$ cat config.mk
export PLATFORM = sky130hd
export DESIGN_NAME = stepper_phase_sequencer
export DESIGN_NICKNAME = d
export VERILOG_FILES = /design/src/stepper_pkg.sv /design/src/step_edge_detect.sv /design/src/phase_decode.sv /design/src/stepper_phase_sequencer.sv
export SDC_FILE = /design/constraint.sdc
export NUM_CORES = 1
export LEC_CHECK = 0
export ABC_CLOCK_PERIOD_IN_PS = 1600
export BUFFER_PORTS_ARGS = -buffer_cell sky130_fd_sc_hd__buf_2
export CAP_MARGIN = 30
export CORE_MARGIN = 2
export CORE_UTILIZATION = 39
export CTS_CLUSTER_SIZE = 24
export DETAILED_ROUTE_END_ITERATION = 7
export PLACE_DENSITY = 0.74
export SKIP_LAST_GASP = 1
export SYNTH_ARGS = -nofsm -noshare
export SYNTH_HDL_FRONTEND = slang
export SYNTH_HIERARCHICAL = 1
export SYNTH_SLANG_ARGS = --single-unit
$ cat constraint.sdc
create_clock -name aclk -period 1.6 [get_ports aclk]
set_clock_uncertainty 0.15 [all_clocks]
set_input_delay 0.16 -clock aclk [delete_from_list [all_inputs] [get_ports aclk]]
set_output_delay 0.16 -clock aclk [all_outputs]
set_load 0.005 [all_outputs]
$ cat src/stepper_pkg.sv
// constants shared by the stepper phase sequencer files
`default_nettype none

package stepper_pkg;

   // ****************************************
   // register map and layout
   // ****************************************
   localparam int ADDR_W = 8;
   localparam logic [ADDR_W-1:0] OFS_CTRL = 8'h00;
   localparam logic [ADDR_W-1:0] OFS_STATUS = 8'h04;
   localparam logic [ADDR_W-1:0] OFS_INT_STATUS = 8'h08;
   localparam logic [ADDR_W-1:0] OFS_INT_MASK = 8'h0C;

   localparam int CTRL_ENABLE_BIT = 0;
   localparam int CTRL_RESTART_BIT = 1;
   localparam int STAT_POS_LSB = 0;
   localparam int STAT_FAULT_BIT = 3;
   localparam int STAT_HALF_BIT = 4;
   localparam int STAT_DIR_BIT = 5;
   localparam int STAT_WIND_LSB = 8;
   localparam int INT_STEP_BIT = 0;
   localparam int INT_FAULT_BIT = 1;
   localparam int INT_W = 2;

   localparam logic RST_CTRL_ENABLE = 1'b1;
   localparam logic [INT_W-1:0] RST_INT_MASK = 2'h0;

   // ****************************************
   // sequencer
   // ****************************************
   localparam int POS_W = 3;
   localparam logic [POS_W-1:0] INIT_POS = 3'h0;
   localparam logic [3:0] INIT_WINDINGS = 4'h9;
   localparam logic [POS_W-1:0] STRIDE_HALF = 3'h1;
   localparam logic [POS_W-1:0] STRIDE_FULL = 3'h2;

   // ****************************************
   // axi responses
   // ****************************************
   localparam logic [1:0] RESP_OKAY = 2'h0;
   localparam logic [1:0] RESP_SLVERR = 2'h2;

endpackage

`default_nettype wire

$ cat src/step_edge_detect.sv
// qualifying step clock edge detector
`default_nettype none
`timescale 1ns/1ps

module step_edge_detect (
   // clock and reset
   input wire logic aclk,
   input wire logic aresetn,
   // step input
   input wire logic step_clk,
   input wire logic edge_select,
   // qualified edge
   output logic step_pulse
);
   import stepper_pkg::*;

   typedef struct packed {
      logic prev;
   } edge_state_s;

   edge_state_s state_ff;
   edge_state_s nxt_state;

   always_comb begin
      nxt_state.prev = step_clk;
   end

   always_ff @(posedge aclk) begin
      if (!aresetn) begin
         state_ff <= '0;
      end else begin
         state_ff <= nxt_state;
      end
   end

   // falling edge only when edge_select low
   assign step_pulse = (step_clk & ~state_ff.prev) | (~edge_select & ~step_clk & state_ff.prev);

endmodule

`default_nettype wire

$ cat src/phase_decode.sv
// excitation position to winding pattern table
`default_nettype none
`timescale 1ns/1ps

module phase_decode (
   // position
   input wire logic [stepper_pkg::POS_W-1:0] pos,
   // windings, bit0 out_one .. bit3 out_four
   output logic [3:0] windings
);
   import stepper_pkg::*;

   // even positions two windings, odd positions one
   always_comb begin
      unique case (pos)
         3'h0: windings = INIT_WINDINGS;
         3'h1: windings = 4'h1;
         3'h2: windings = 4'h5;
         3'h3: windings = 4'h4;
         3'h4: windings = 4'h6;
         3'h5: windings = 4'h2;
         3'h6: windings = 4'hA;
         3'h7: windings = 4'h8;
      endcase
   end

endmodule

`default_nettype wire

$ cat src/stepper_phase_sequencer.sv
// stepper phase sequencer with axi4-lite register access
//
// The implementer's own choices: the AXI4-Lite interface to the registers and the register offsets.
`default_nettype none
`timescale 1ns/1ps

// Summary of operation
// - with edge_select high, advance one step per rising step clock edge only.
// - edge_select low advances on both rising and falling step clock edges.
// - excitation_select low gives full-step, high gives half-step excitation.
// - direction_select low steps forward, high steps in reverse.
// - while reset_n_in is low the sequencer is held in reset.
// - releasing reset_n_in starts at the position with out_one and out_four on.
// - enable low forces all four winding outputs off.
// - enable high again resumes at the position reached, which kept stepping while enable was low, no sequence reset.
// - fault_n goes low once overcurrent or overheat detection fires.
// - a detected fault latches windings off until reset_n_in pulses low.
module stepper_phase_sequencer (
   // clock and reset
   input wire logic aclk,
   input wire logic aresetn,
   // motion controller inputs
   input wire logic step_clk,
   input wire logic excitation_select,
   input wire logic edge_select,
   input wire logic direction_select,
   input wire logic reset_n_in,
   input wire logic enable,
   // protection detectors
   input wire logic overcurrent_det,
   input wire logic overheat_det,
   // winding outputs
   output logic out_one,
   output logic out_two,
   output logic out_three,
   output logic out_four,
   // status
   output logic fault_n,
   output logic irq,
   // axi4-lite write address
   input wire logic awvalid,
   output logic awready,
   input wire logic [stepper_pkg::ADDR_W-1:0] awaddr,
   input wire logic [2:0] awprot,
   // axi4-lite write data
   input wire logic wvalid,
   output logic wready,
   input wire logic [31:0] wdata,
   input wire logic [3:0] wstrb,
   // axi4-lite write response
   output logic bvalid,
   input wire logic bready,
   output logic [1:0] bresp,
   // axi4-lite read address
   input wire logic arvalid,
   output logic arready,
   input wire logic [stepper_pkg::ADDR_W-1:0] araddr,
   input wire logic [2:0] arprot,
   // axi4-lite read data
   output logic rvalid,
   input wire logic rready,
   output logic [31:0] rdata,
   output logic [1:0] rresp
);
   import stepper_pkg::*;

   // ****************************************
   // state
   // ****************************************
   typedef struct packed {
      logic [POS_W-1:0] pos;
      logic fault_n;
      logic [3:0] windings;
      logic ctrl_enable;
      logic ctrl_restart;
      logic [INT_W-1:0] int_status;
      logic [INT_W-1:0] int_mask;
      logic irq;
      logic aw_held;
      logic [ADDR_W-1:0] aw_addr;
      logic w_held;
      logic [31:0] w_data;
      logic [3:0] w_strb;
      logic bvalid;
      logic [1:0] bresp;
      logic rvalid;
      logic [31:0] rdata;
      logic [1:0] rresp;
   } seq_state_s;

   seq_state_s state_ff;
   seq_state_s nxt_state;

   logic step_pulse;
   logic [3:0] table_windings;
   logic do_write;
   logic [INT_W-1:0] int_clear;
   logic [INT_W-1:0] int_set;
   logic [POS_W-1:0] stride;
   logic step_taken;
   logic fault_event;
   logic detect;

   function automatic logic is_mapped(input logic [ADDR_W-1:0] addr);
      is_mapped = (addr == OFS_CTRL) || (addr == OFS_STATUS) ||
                  (addr == OFS_INT_STATUS) || (addr == OFS_INT_MASK);
   endfunction

   // ****************************************
   // submodules
   // ****************************************
   step_edge_detect u_edge (
      .aclk(aclk),
      .aresetn(aresetn),
      .step_clk(step_clk),
      .edge_select(edge_select),
      .step_pulse(step_pulse)
   );

   phase_decode u_decode (
      .pos(state_ff.pos),
      .windings(table_windings)
   );

   // ****************************************
   // bus handshakes
   // ****************************************
   assign awready = ~state_ff.aw_held & ~state_ff.bvalid;
   assign wready = ~state_ff.w_held & ~state_ff.bvalid;
   assign arready = ~state_ff.rvalid;
   assign do_write = state_ff.aw_held & state_ff.w_held;

   // ****************************************
   // next state
   // ****************************************
   always_comb begin
      nxt_state = state_ff;
      nxt_state.ctrl_restart = 1'b0;
      int_clear = '0;
      detect = overcurrent_det | overheat_det;

      // write channel capture, either order
      if (awvalid && awready) begin
         nxt_state.aw_held = 1'b1;
         nxt_state.aw_addr = awaddr;
      end
      if (wvalid && wready) begin
         nxt_state.w_held = 1'b1;
         nxt_state.w_data = wdata;
         nxt_state.w_strb = wstrb;
      end
      if (do_write) begin
         nxt_state.aw_held = 1'b0;
         nxt_state.w_held = 1'b0;
         nxt_state.bvalid = 1'b1;
         nxt_state.bresp = is_mapped(state_ff.aw_addr) ? RESP_OKAY : RESP_SLVERR;
         if (state_ff.w_strb[0]) begin
            unique case (state_ff.aw_addr)
               OFS_CTRL: begin
                  nxt_state.ctrl_enable = state_ff.w_data[CTRL_ENABLE_BIT];
                  nxt_state.ctrl_restart = state_ff.w_data[CTRL_RESTART_BIT];
               end
               OFS_INT_STATUS: begin
                  int_clear = state_ff.w_data[INT_W-1:0];
               end
               OFS_INT_MASK: begin
                  nxt_state.int_mask = state_ff.w_data[INT_W-1:0];
               end
               default: begin
               end
            endcase
         end
      end else if (state_ff.bvalid && bready) begin
         nxt_state.bvalid = 1'b0;
      end

      // read channel
      if (arvalid && arready) begin
         nxt_state.rvalid = 1'b1;
         nxt_state.rresp = is_mapped(araddr) ? RESP_OKAY : RESP_SLVERR;
         nxt_state.rdata = '0;
         unique case (araddr)
            OFS_CTRL: begin
               nxt_state.rdata[CTRL_ENABLE_BIT] = state_ff.ctrl_enable;
            end
            OFS_STATUS: begin
               nxt_state.rdata[STAT_POS_LSB +: POS_W] = state_ff.pos;
               nxt_state.rdata[STAT_FAULT_BIT] = ~state_ff.fault_n;
               nxt_state.rdata[STAT_HALF_BIT] = excitation_select;
               nxt_state.rdata[STAT_DIR_BIT] = direction_select;
               nxt_state.rdata[STAT_WIND_LSB +: 4] = state_ff.windings;
            end
            OFS_INT_STATUS: begin
               nxt_state.rdata[INT_W-1:0] = state_ff.int_status;
            end
            OFS_INT_MASK: begin
               nxt_state.rdata[INT_W-1:0] = state_ff.int_mask;
            end
            default: begin
            end
         endcase
      end else if (state_ff.rvalid && rready) begin
         nxt_state.rvalid = 1'b0;
      end

      // full-step from an odd position lands on two-winding state
      if (excitation_select || state_ff.pos[0]) begin
         stride = STRIDE_HALF;
      end else begin
         stride = STRIDE_FULL;
      end

      step_taken = 1'b0;
      fault_event = 1'b0;
      if (!reset_n_in) begin
         nxt_state.pos = INIT_POS;
         nxt_state.fault_n = 1'b1;
      end else begin
         if (detect) begin
            nxt_state.fault_n = 1'b0;
            fault_event = state_ff.fault_n;
         end
         if (state_ff.ctrl_restart) begin
            nxt_state.pos = INIT_POS;
         end else if (step_pulse && state_ff.fault_n) begin
            // position keeps running while enable is low
            // position moves only on a qualifying edge
            step_taken = 1'b1;
            if (direction_select) begin
               nxt_state.pos = state_ff.pos - stride;
            end else begin
               nxt_state.pos = state_ff.pos + stride;
            end
         end
      end

      // pos zero decodes to out_one and out_four
      if (reset_n_in && state_ff.fault_n && enable && state_ff.ctrl_enable) begin
         nxt_state.windings = table_windings;
      end else begin
         nxt_state.windings = 4'h0;
      end

      // sticky events, set wins over clear
      int_set = '0;
      int_set[INT_STEP_BIT] = step_taken;
      int_set[INT_FAULT_BIT] = fault_event;
      nxt_state.int_status = (state_ff.int_status & ~int_clear) | int_set;
      nxt_state.irq = |(nxt_state.int_status & nxt_state.int_mask);
   end

   // ****************************************
   // registers
   // ****************************************
   always_ff @(posedge aclk) begin
      if (!aresetn) begin
         state_ff <= '0;
         state_ff.pos <= INIT_POS;
         state_ff.fault_n <= 1'b1;
         state_ff.ctrl_enable <= RST_CTRL_ENABLE;
         state_ff.int_mask <= RST_INT_MASK;
         state_ff.bresp <= RESP_OKAY;
         state_ff.rresp <= RESP_OKAY;
      end else begin
         state_ff <= nxt_state;
      end
   end

   // ****************************************
   // outputs
   // ****************************************
   assign out_one = state_ff.windings[0];
   assign out_two = state_ff.windings[1];
   assign out_three = state_ff.windings[2];
   assign out_four = state_ff.windings[3];
   assign fault_n = state_ff.fault_n;
   assign irq = state_ff.irq;
   assign bvalid = state_ff.bvalid;
   assign bresp = state_ff.bresp;
   assign rvalid = state_ff.rvalid;
   assign rdata = state_ff.rdata;
   assign rresp = state_ff.rresp;

   // ****************************************
   // checks
   // ****************************************
   // rising edge moves position
   chk_rise_step: assert property (
      @(posedge aclk) disable iff (!aresetn)
      (edge_select && step_clk && !$past(step_clk) && reset_n_in && fault_n && !state_ff.ctrl_restart)
      |=> (state_ff.pos != $past(state_ff.pos)))
      else $error("rising step edge did not move position");
   // falling edge ignored in rising-only mode
   chk_fall_ignored: assert property (
      @(posedge aclk) disable iff (!aresetn)
      (edge_select && !step_clk && $past(step_clk) && reset_n_in && !state_ff.ctrl_restart)
      |=> $stable(state_ff.pos))
      else $error("falling edge moved position with edge_select high");
   chk_half_stride: assert property (
      @(posedge aclk) disable iff (!aresetn)
      (excitation_select && !direction_select && step_pulse && reset_n_in && fault_n && !state_ff.ctrl_restart)
      |=> (state_ff.pos == $past(state_ff.pos) + 3'h1))
      else $error("half-step forward stride wrong");
   chk_dir_reverse: assert property (
      @(posedge aclk) disable iff (!aresetn)
      (excitation_select && direction_select && step_pulse && reset_n_in && fault_n && !state_ff.ctrl_restart)
      |=> (state_ff.pos == $past(state_ff.pos) - 3'h1))
      else $error("reverse step went the wrong way");
   chk_reset_hold: assert property (
      @(posedge aclk) disable iff (!aresetn)
      !reset_n_in |=> (state_ff.pos == INIT_POS) && (state_ff.windings == 4'h0) && fault_n)
      else $error("reset_n_in low did not hold reset state");
   chk_init_phase: assert property (
      @(posedge aclk) disable iff (!aresetn)
      (!$past(reset_n_in) && reset_n_in && enable && state_ff.ctrl_enable)
      |=> ({out_four, out_three, out_two, out_one} == INIT_WINDINGS))
      else $error("initial winding pattern wrong after reset release");
   chk_enable_off: assert property (
      @(posedge aclk) disable iff (!aresetn)
      !enable |=> !out_one && !out_two && !out_three && !out_four)
      else $error("windings on while enable low");
   chk_enable_keep: assert property (
      @(posedge aclk) disable iff (!aresetn)
      (!enable && reset_n_in && !step_pulse && !state_ff.ctrl_restart)
      ##1 (enable && reset_n_in && !step_pulse && !state_ff.ctrl_restart)
      |-> (state_ff.pos == $past(state_ff.pos, 2)))
      else $error("position lost across enable low");
   chk_fault_flag: assert property (
      @(posedge aclk) disable iff (!aresetn)
      ((overcurrent_det || overheat_det) && reset_n_in) |=> !fault_n)
      else $error("fault flag not asserted on detection");
   chk_fault_latch: assert property (
      @(posedge aclk) disable iff (!aresetn)
      (!fault_n && reset_n_in) |=> !fault_n && (state_ff.windings == 4'h0))
      else $error("fault latch released or windings on");
   chk_full_even: assert property (
      @(posedge aclk) disable iff (!aresetn)
      (!excitation_select && step_pulse && reset_n_in && fault_n)
      |=> !state_ff.pos[0])
      else $error("full-step landed on single-winding state");
   chk_hold_pos: assert property (
      @(posedge aclk) disable iff (!aresetn)
      (!step_pulse && reset_n_in && !state_ff.ctrl_restart) |=> $stable(state_ff.pos))
      else $error("position moved without qualifying edge");

endmodule

`default_nettype wire

==> flow_results.org, run 1 <==
** Critical path
- Crit path arrival time :: 1.68 ns
- Worst setup path class :: register to register
- The critical path goes through nor4_4, buf_4, and4_4, mux2i_1, o32ai_1.
- In this run the worst path has a maximum fanout of 4.
- The number of buffers and inverters on the critical path is 1.
- The worst setup path is captured at a register.
- Highest cell delay on the worst timing path :: 0.34 ns
- The kind of cell with the highest combined delay along the critical path is simple AND/OR/NAND/NOR gates.
- Setup slack on the worst reg-to-reg path comes out at -0.06 ns.
- The slowest stage of the critical path is the sky130_fd_sc_hd__dfxtp_2 cell.
- Worst-case reg-to-reg path depth :: 5
- Startpoint Class :: register
- The worst register-to-register path begins at state_ff[82].
- Critical Path RT :: 1.62 ns
- Reg2reg end :: irq

** CTS
- The clock reaches the later pin of the worst-skew pair after 0.29 ns.
- Root Driver :: sky130_fd_sc_hd__clkbuf_8
- CTS clk-pin slew, worst paths :: 0.09 ns
- Buffers inserted by post-CTS timing repair :: 0
- TritonCTS created 5 clock buffers.
- Clk sinks :: 43
- The clock passes through at most 2 buffers.
- Htree depth :: 2
- TritonCTS built the clock tree.

** Floorplanning
- The die is 75.9 um tall.
- 120 I/O pins were placed.
- The die covers 5770 um2.
- Core area :: 5040 um2
- Row generation in the floorplan step produced 26 rows.
- Starting density of the core :: 0.400
- In this run the horizontal extent of the chip is 75.9 um.

** Yosys
- Largest area contributor in the netlist :: sky130_fd_sc_hd__dfxtp_1
- After synthesis, the mean cell area works out to 8.89 um2.
- Yosys reg bits :: 43
- In this run the cell area of the synthesized design comes to 2020 um2.
- Share of Yosys cell area claimed by the top area cell type :: 0.427
- Synth warn :: 6
- In the post-synthesis netlist, the biggest area contributors are sky130_fd_sc_hd__dfxtp_1 43%, sky130_fd_sc_hd__buf_4 13%, sky130_fd_sc_hd__nor2_1 5.4%, sky130_fd_sc_hd__nand2_1 4.8%, sky130_fd_sc_hd__mux2i_1 4.5%.
- Number of instances in the synthesized netlist :: 227
- The netlist uses 40 different library cells.
- The share of the Yosys chip area taken by registers is 0.427.

** Worst hold path
- Type of the tightest min-delay check :: input port to register
- The path with the worst hold slack has its endpoint at rvalid.
- The worst hold path begins at arvalid.
- Worst Hold Depth :: 3

** Drt
- DRC Markers :: 0
- The final route contains 1626 vias.
- The final layout contains routed wiring with a total length of 4110 um.
- Vias per cell :: 4.45
- Per-cell routed wire length :: 11.2 um
- The first detailed-routing pass took 4 iterations.
- The first routing iteration left 60 violations.
- In this run the remaining antenna-violating nets after routing total 0.

** Timing
- Fin crit period :: 1.66 ns
- Final setup viols :: 2
- The final hold violation count was 0.
- Number of max-slew violations in the final report :: 0
- Maximum achievable frequency :: 604 MHz
- Fin worst setup slack :: -0.0564 ns
- RSZ-0062 raised after global routing :: true
- In the finished design, the share of the clock period the worst path needs comes to 1.04.

** Final layout
- Once layout is complete, the utilization of the core stands at 0.503.
- Of the cells placed in the final design, the portion with a size suffix greater than 1 is 0.312.
- Area overhead of the layout relative to synthesis :: 25.7%
- Antenna Diode Count :: 0
- The filler cells instantiated in the layout total 468.
- The net count of the finished layout is 368.
- Summing all non-filler instances in the final layout gives an area of 2540 um2.

** Power and ir drop
- Dividing total power by cell area gives a power density of 841 nW/um2.
- Worst supply voltage drop on vdd :: 0.415 mV
- Overall power :: 2.13 mW
- Cell leakage power :: 1.14 nW

** Global route
- Wire length of the first global-routing pass :: 6960 um
- Entering global routing, the biggest net connects 29 pins.
- For this run, the total global-route usage over all layers was measured as 0.148.
- Vias in the first global route :: 1538
- Total overflow reported by the global router :: 0
- The initial antenna violation count came to 0.

** Placed design
- Post-place instance area :: 2240 um2
- Final weighted congestion in routability-driven placement :: 0.790
- IO buf count :: 56
- DPL Wire Length :: 3040 um

** Run status
- The final reports fail on setup timing.
- The run finished, with violations left.

** Run
- Maximum Capacitance Violations :: 0
where the power goes:
group / total (mW) / switching [mW] / internal [mW]
Combinational: 0.313 / 0.155 / 0.157
Clock: 0.671 / 0.366 / 0.305
Sequential: 1.15 / 0.0358 / 1.11
Total: 2.13 / 0.557 / 1.58
cells by family after synthesis:
logic type / synth area share
AO/OA/AOI/OAI: 0.104
XOR/XNOR: 0.00868
adder cells (fa/ha/maj): 0.00992
buffers and inverters: 0.153
flip-flops: 0.427
multiplexers: 0.0744
other: 0.00186
AND/OR/NAND/NOR: 0.222
metrics by stage:
step                      instances  setup WS, ns  setup TNS, ns  hold WS, ns
final                           365       -0.0564        -0.0685      0.00234
after global routing            365        -0.121         -0.796      0.00416
after CTS                       365       -0.0575        -0.0794      0.00194
after detailed placement        342       -0.0784         -0.178        0.218
after global placement          342       -0.0367        -0.0367        0.213
after floorplan                 250        0.0256              0        0.109
worst max-delay path by stage:
stage / startpoint / to / depth (start not counted)
floorplan: state_ff[96] / state_ff[98] / 6
global placement: state_ff[82] / irq / 5
detailed placement: state_ff[82] / irq / 5
CTS: state_ff[82] / irq / 5
global route: state_ff[82] / irq / 5
finish: state_ff[82] / irq / 5
cell usage after synthesis:
cell,number
sky130_fd_sc_hd__fa_1,1
sky130_fd_sc_hd__nor4_4,1
sky130_fd_sc_hd__nor3b_1,1
sky130_fd_sc_hd__and4_1,1
sky130_fd_sc_hd__a211oi_1,2
sky130_fd_sc_hd__mux2_4,1
sky130_fd_sc_hd__inv_1,4
sky130_fd_sc_hd__or4_4,1
sky130_fd_sc_hd__a22oi_1,8
sky130_fd_sc_hd__nand2b_1,3
sky130_fd_sc_hd__xnor2_1,2
sky130_fd_sc_hd__and2_1,8
sky130_fd_sc_hd__a311oi_1,1
sky130_fd_sc_hd__conb_1,1
sky130_fd_sc_hd__nand3_1,3
sky130_fd_sc_hd__nor4bb_1,1
sky130_fd_sc_hd__nand2_1,26
sky130_fd_sc_hd__buf_1,2
sky130_fd_sc_hd__o21ai_0,2
sky130_fd_sc_hd__mux4_2,1
sky130_fd_sc_hd__o21a_1,3
sky130_fd_sc_hd__mux2i_1,9
sky130_fd_sc_hd__a21oi_1,14
sky130_fd_sc_hd__and4b_1,1
sky130_fd_sc_hd__buf_4,36
sky130_fd_sc_hd__nor4_2,1
sky130_fd_sc_hd__nor2b_1,3
sky130_fd_sc_hd__inv_2,1
sky130_fd_sc_hd__and2_2,1
sky130_fd_sc_hd__and3_1,1
sky130_fd_sc_hd__or4bb_1,1
sky130_fd_sc_hd__mux2_2,2
sky130_fd_sc_hd__nand4_1,2
sky130_fd_sc_hd__o32ai_1,1
sky130_fd_sc_hd__clkbuf_1,3
sky130_fd_sc_hd__a21boi_0,1
sky130_fd_sc_hd__dfxtp_1,43
sky130_fd_sc_hd__nor2_1,29
sky130_fd_sc_hd__nor3_1,4
sky130_fd_sc_hd__a21o_1,1
repair_timing:
action	CTS	global route
hold endpoints to repair	15	0
pin swaps	2	6
gates resized for setup	6	9
endpoints found under the setup margin	6	14
cloned	0	0
hold buffers	15	0
tightest hold or removal path: stages:
cell and delay (ns):
sky130_fd_sc_hd__buf_2 0.12, sky130_fd_sc_hd__nor2_1 0.09, sky130_fd_sc_hd__a211oi_1 0.05
flip-flops by register name, summed over array words and instances, names as in the netlist:
signal           flops
bvalid               1
out_two              1
out_one              1
fault_n              1
rdata               10
rresp                1
rvalid               1
bresp                1
irq                  1
u_edge/state_ff      1
out_four             1
out_three            1
state_ff            22
final cells by class:
type | instances | area (um2) | share of cell area
Clock buffer | 6 | 72.6 | 0.0286
Clock inverter | 2 | 12.5 | 0.00493
Inverter | 5 | 18.8 | 0.00740
Multi-Input combinational cell | 161 | 995 | 0.392
Sequential cell | 43 | 863 | 0.340
Tap cell | 70 | 87.6 | 0.0345
Timing Repair Buffer | 78 | 487 | 0.192
cell usage in the layout, fill, tap and decap left out, drive strengths merged, types with 8 or more instances in the layout:
cell type,count
buf,63
dfxtp,43
nor2,29
nand2,26
conb,24
dlygate4sd3,15
a21oi,14
and2,9
mux2i,9
a22oi,8
metal layers:
metal	GRT usage	share of wire	vias up
met3	0.0333	0.052	5
met1	0.174	0.42	729
li1	-	-	839
met2	0.258	0.51	53
met4	0.0636	0.015	0
met5	0	0	-
(Power assumes the default switching activity.)
==> run 2, diff against run 1 <==
--- a/config.mk
+++ b/config.mk
@@ -5,14 +5,14 @@
 export SDC_FILE = /design/constraint.sdc
 export NUM_CORES = 1
 export LEC_CHECK = 0
-export ABC_CLOCK_PERIOD_IN_PS = 1600
+export ABC_CLOCK_PERIOD_IN_PS = 1800
 export BUFFER_PORTS_ARGS = -buffer_cell sky130_fd_sc_hd__buf_2
 export CAP_MARGIN = 30
 export CORE_MARGIN = 2
-export CORE_UTILIZATION = 39
+export CORE_UTILIZATION = 43
 export CTS_CLUSTER_SIZE = 24
 export DETAILED_ROUTE_END_ITERATION = 7
-export PLACE_DENSITY = 0.74
+export PLACE_DENSITY = 0.77
 export SKIP_LAST_GASP = 1
 export SYNTH_ARGS = -nofsm -noshare
 export SYNTH_HDL_FRONTEND = slang
==> constraint.sdc (replaced) <==
create_clock -name aclk -period 1.8 [get_ports aclk]
set_clock_uncertainty 0.15 [all_clocks]
set_input_delay 0.18 -clock aclk [delete_from_list [all_inputs] [get_ports aclk]]
set_output_delay 0.18 -clock aclk [all_outputs]
set_load 0.005 [all_outputs]
==> run 2 against run 1 <==
  * The flow now finishes without violations
  * Sequential share of layout area rose by 0.83 points
  * Via count up 0.86%
  * Core utilization up 5.2 points
  * Count of clock-buffer cells in the layout decreased by 1
  * First-iteration DRC count is 38% higher
  * Largest cell class unchanged
==> flow_results.org, run 2 (synthesis gave the netlist of run 1 again) <==
** Critical path
- The worst path arrival time was 1.73 ns (+0.05 ns).
- The count of cells along the worst register-to-register path is 6 (+1).
- Critical Path RT :: 1.82 ns (+0.20 ns)
- The worst setup path is captured at a register.
- The worst path buffer plus inverter count was 2 (+1).
- The slack of the worst reg-to-reg path was 0.13 ns (+0.19 ns).
- The worst register-to-register path begins at state_ff[96].
- Walking the worst path, the cells encountered are dlygate4sd3_1, buf_2, mux2_4, and4b_1, nand2b_1, o21ai_1, o32ai_1.
- Worst setup path class :: input port to register
- Startpoint Class :: input port
- The critical-path maximum fanout came to 3 (-1).
- Cell type group with the largest total delay on the critical path :: buffers and inverters
- Critical path startpoint :: step_clk
- The longest individual stage delay on the worst path is 0.53 ns (+0.19 ns).
- The slowest stage of the critical path belongs to the cell sky130_fd_sc_hd__dlygate4sd3_1.
- Reg2reg end :: state_ff[98]

** Placed design
- IO buf count :: 56 (unchanged)
- The HPWL after detailed placement was 2900 um (-4.5%).
- Final weighted congestion in routability-driven placement :: 0.837 (+5.9%)
- Number of cells after detailed placement :: 320 (-6.4%)
- The worst setup slack after placement was 0.102 ns (+0.180 ns).

** CTS
- Worst skew pair latency :: 0.29 ns (about the same)
- The number of setup buffers added after CTS is 0 (unchanged).
- The number of buffers between clock root and the deepest sink is 2 (unchanged).
- TritonCTS built the clock tree.
- The CTS sink count came to 43 (unchanged).
- The H-tree depth came to 2 (unchanged).
- The root buffer cell chosen for the clock tree is sky130_fd_sc_hd__clkbuf_8.
- The number of CTS-inserted buffers came to 5 (unchanged).
- CTS clk-pin slew, worst paths :: 0.08 ns (about the same)

** Final layout
- Max FFs per register :: 22 (unchanged)
- Antenna Diode Count :: 0 (unchanged)
- The share of cells above drive strength 1 came to 0.262 (-0.0498).
- The final net count was 363 (-1.4%).
- Most used cells in the layout excluding fill and tap cells :: 56 x sky130_fd_sc_hd__buf_2, 43 x sky130_fd_sc_hd__dfxtp_1, 29 x sky130_fd_sc_hd__nor2_1
- Most flop-heavy register :: state_ff
- The number of fill cells in the layout came to 381 (-19%).
- Leaving out fill and tap cells, the most frequent cell in the layout is sky130_fd_sc_hd__buf_2.
- Number of cells in the finished layout apart from fillers :: 342 (-6.3%)
- Relative to the synthesized area, the layout overhead comes to 22.3%.

** Power and ir drop
- The switching part of the total power came to 0.228 (-0.0335).
- The internal portion of total power is 1.67 mW (+6.0%).
- Clock network power share :: 0.408 (+0.093)
- The sequential fraction of design power came to 0.473 (-0.066).
- The power per unit of standard cell area was 876 nW/um2 (+4.1%).
- The combinational power share is 0.119 (-0.028).
- The highest ir drop seen on vdd was 0.424 mV (+2.2%).
- Net switching power figure :: 0.492 mW (-12%)
- The leakage power figure is 1.13 nW (-0.69%).

** Run
- The total of max-cap violations was 0 (unchanged).

** Floorplanning
- The area of the die came to 5260 um2 (-8.8%).
- I/O pins :: 120 (unchanged)
- The initial cell density of the core is 0.454 (+0.0539).
- Chip width :: 72.5 um (-4.5%)
- Die Height :: 72.5 um (-4.5%)
- The number of rows in the core area was 24 (-7.7%).
- Core area :: 4440 um2 (-12%)

** Drt
- The detailed-routing iteration count for the pre-antenna-repair pass came to 4 (unchanged).
- The via count is 1640 (+0.86%).
- Vias per cell :: 4.80 (+7.6%)
- The number of DRC markers in iteration 0 came to 83 (+38%).
- Wirelength, routed :: 3900 um (-5.1%)
- DRC Markers :: 0 (unchanged)
- Per-cell routed wire length :: 11.4 um (+1.3%)
- The antenna violation net count after detailed routing is 0 (unchanged).

** Timing
- The number of pins exceeding their max-slew limit in the final report came to 0 (unchanged).
- Setup repair after global routing left no endpoint under its margin.
- The final hold violation count was 0 (unchanged).
- The number of failing setup endpoints in the final timing report came to 0 (-2).
- The post-route worst hold slack was 0.0196 ns (+0.0173 ns).
- Maximum achievable frequency :: 585 MHz
- The least setup slack across all paths after layout came to 0.0893 ns (+0.146 ns).
- Post-route setup TNS :: 0 ns (+0.0685 ns)
- Share of the cycle needed by the critical path after routing :: 0.950
- Fin crit period :: 1.71 ns

** Global route
- Met2 track demand over resource in global routing :: 0.255 (-0.00319)
- Global routing met3 resource utilization :: 0.0389 (+0.00556)
- The initial antenna violation count came to 0 (unchanged).
- The leftover overflow at the end of global routing came to 0 (unchanged).
- Vias in the first global route :: 1481 (-3.7%)
- Busiest layer in global routing :: met2
- Overall global routing resource usage :: 0.149 (+0.00110)
- Wire length of the first global-routing pass :: 6220 um (-11%)
- Global Route met1 Usage :: 0.179 (+0.00530)
- Largest net degree at the start of global routing :: 29 (unchanged)

** Worst hold path
- Hold_sp :: direction_select
- The path with the worst hold slack has its endpoint at rdata[5].
- The worst hold path belongs to the class input port to register.
- The number of stages on the worst hold path is 3 (unchanged).

** Run status
- Result of the run :: finished, final reports clean
run 2: changes by cell type in the layout (fill, tap and decap cells not counted), sizes merged:
cell | before | now
clkbuf | 6 | 5
dlygate4sd3 | 15 | 14
buf | 63 | 59
clkinv | 1 | 0
bufinv | 0 | 2
run 2: what timing repair did:
item | 4_1_cts | 5_1_grt
endpoints found under the hold margin | 14 | 0
hold buffers | 14 | 0
setup endpoints to repair | 0 | 2
resized for setup | 0 | 2
run 2: layer usage:
metal	part of all wire	up-vias
li1	-	831
met3	0.057	6
met4	0.012	0
met1	0.46	750
met5	0	-
met2	0.47	53
run 2: per-stage QoR:
stage               cell area [um2]  power (mW)   util
global placement               2180        1.26  0.491
floorplan                      2100        1.22      -
finish                         2470        2.16  0.555
detailed placement             2180        1.27  0.491
CTS                            2460        2.17  0.553
global route                   2470        2.24  0.555
run 2: how the worst max path moves through the flow:
stage / end / slack (ns) / cells after the start
finish: irq / 0.09 / 7
global placement: irq / 0.12 / 4
CTS: irq / 0.03 / 7
detailed placement: irq / 0.10 / 4
global route: irq / 0.03 / 8
floorplan: state_ff[98] / 0.23 / 6
run 2: power groups by stage:
stage,logic (mW),clock network (mW),registers (mW)
global placement,0.224,0,1.04
global route,0.289,0.925,1.03
finish,0.258,0.881,1.02
detailed placement,0.232,0,1.04
floorplan,0.186,0,1.04
CTS,0.255,0.895,1.02
run 2: worst register-to-register path: cells and delay by family (launching register included):
family | cells | cell delay (ns)
adders and majority gates | 1 | 0.42
and+or+nand+nor | 3 | 0.41
DFF | 1 | 0.32
xor gates and xnor gates | 2 | 0.30
run 2: layout make-up:
type	count	area [um2]	area share
Clock inverter	3	67.6	0.0274
Clock buffer	5	68.8	0.0279
Timing Repair Buffer	73	443	0.179
Multi-Input combinational cell	161	945	0.383
Tap cell	52	65.1	0.0264
Inverter	5	18.8	0.00760
Sequential cell	43	861	0.349
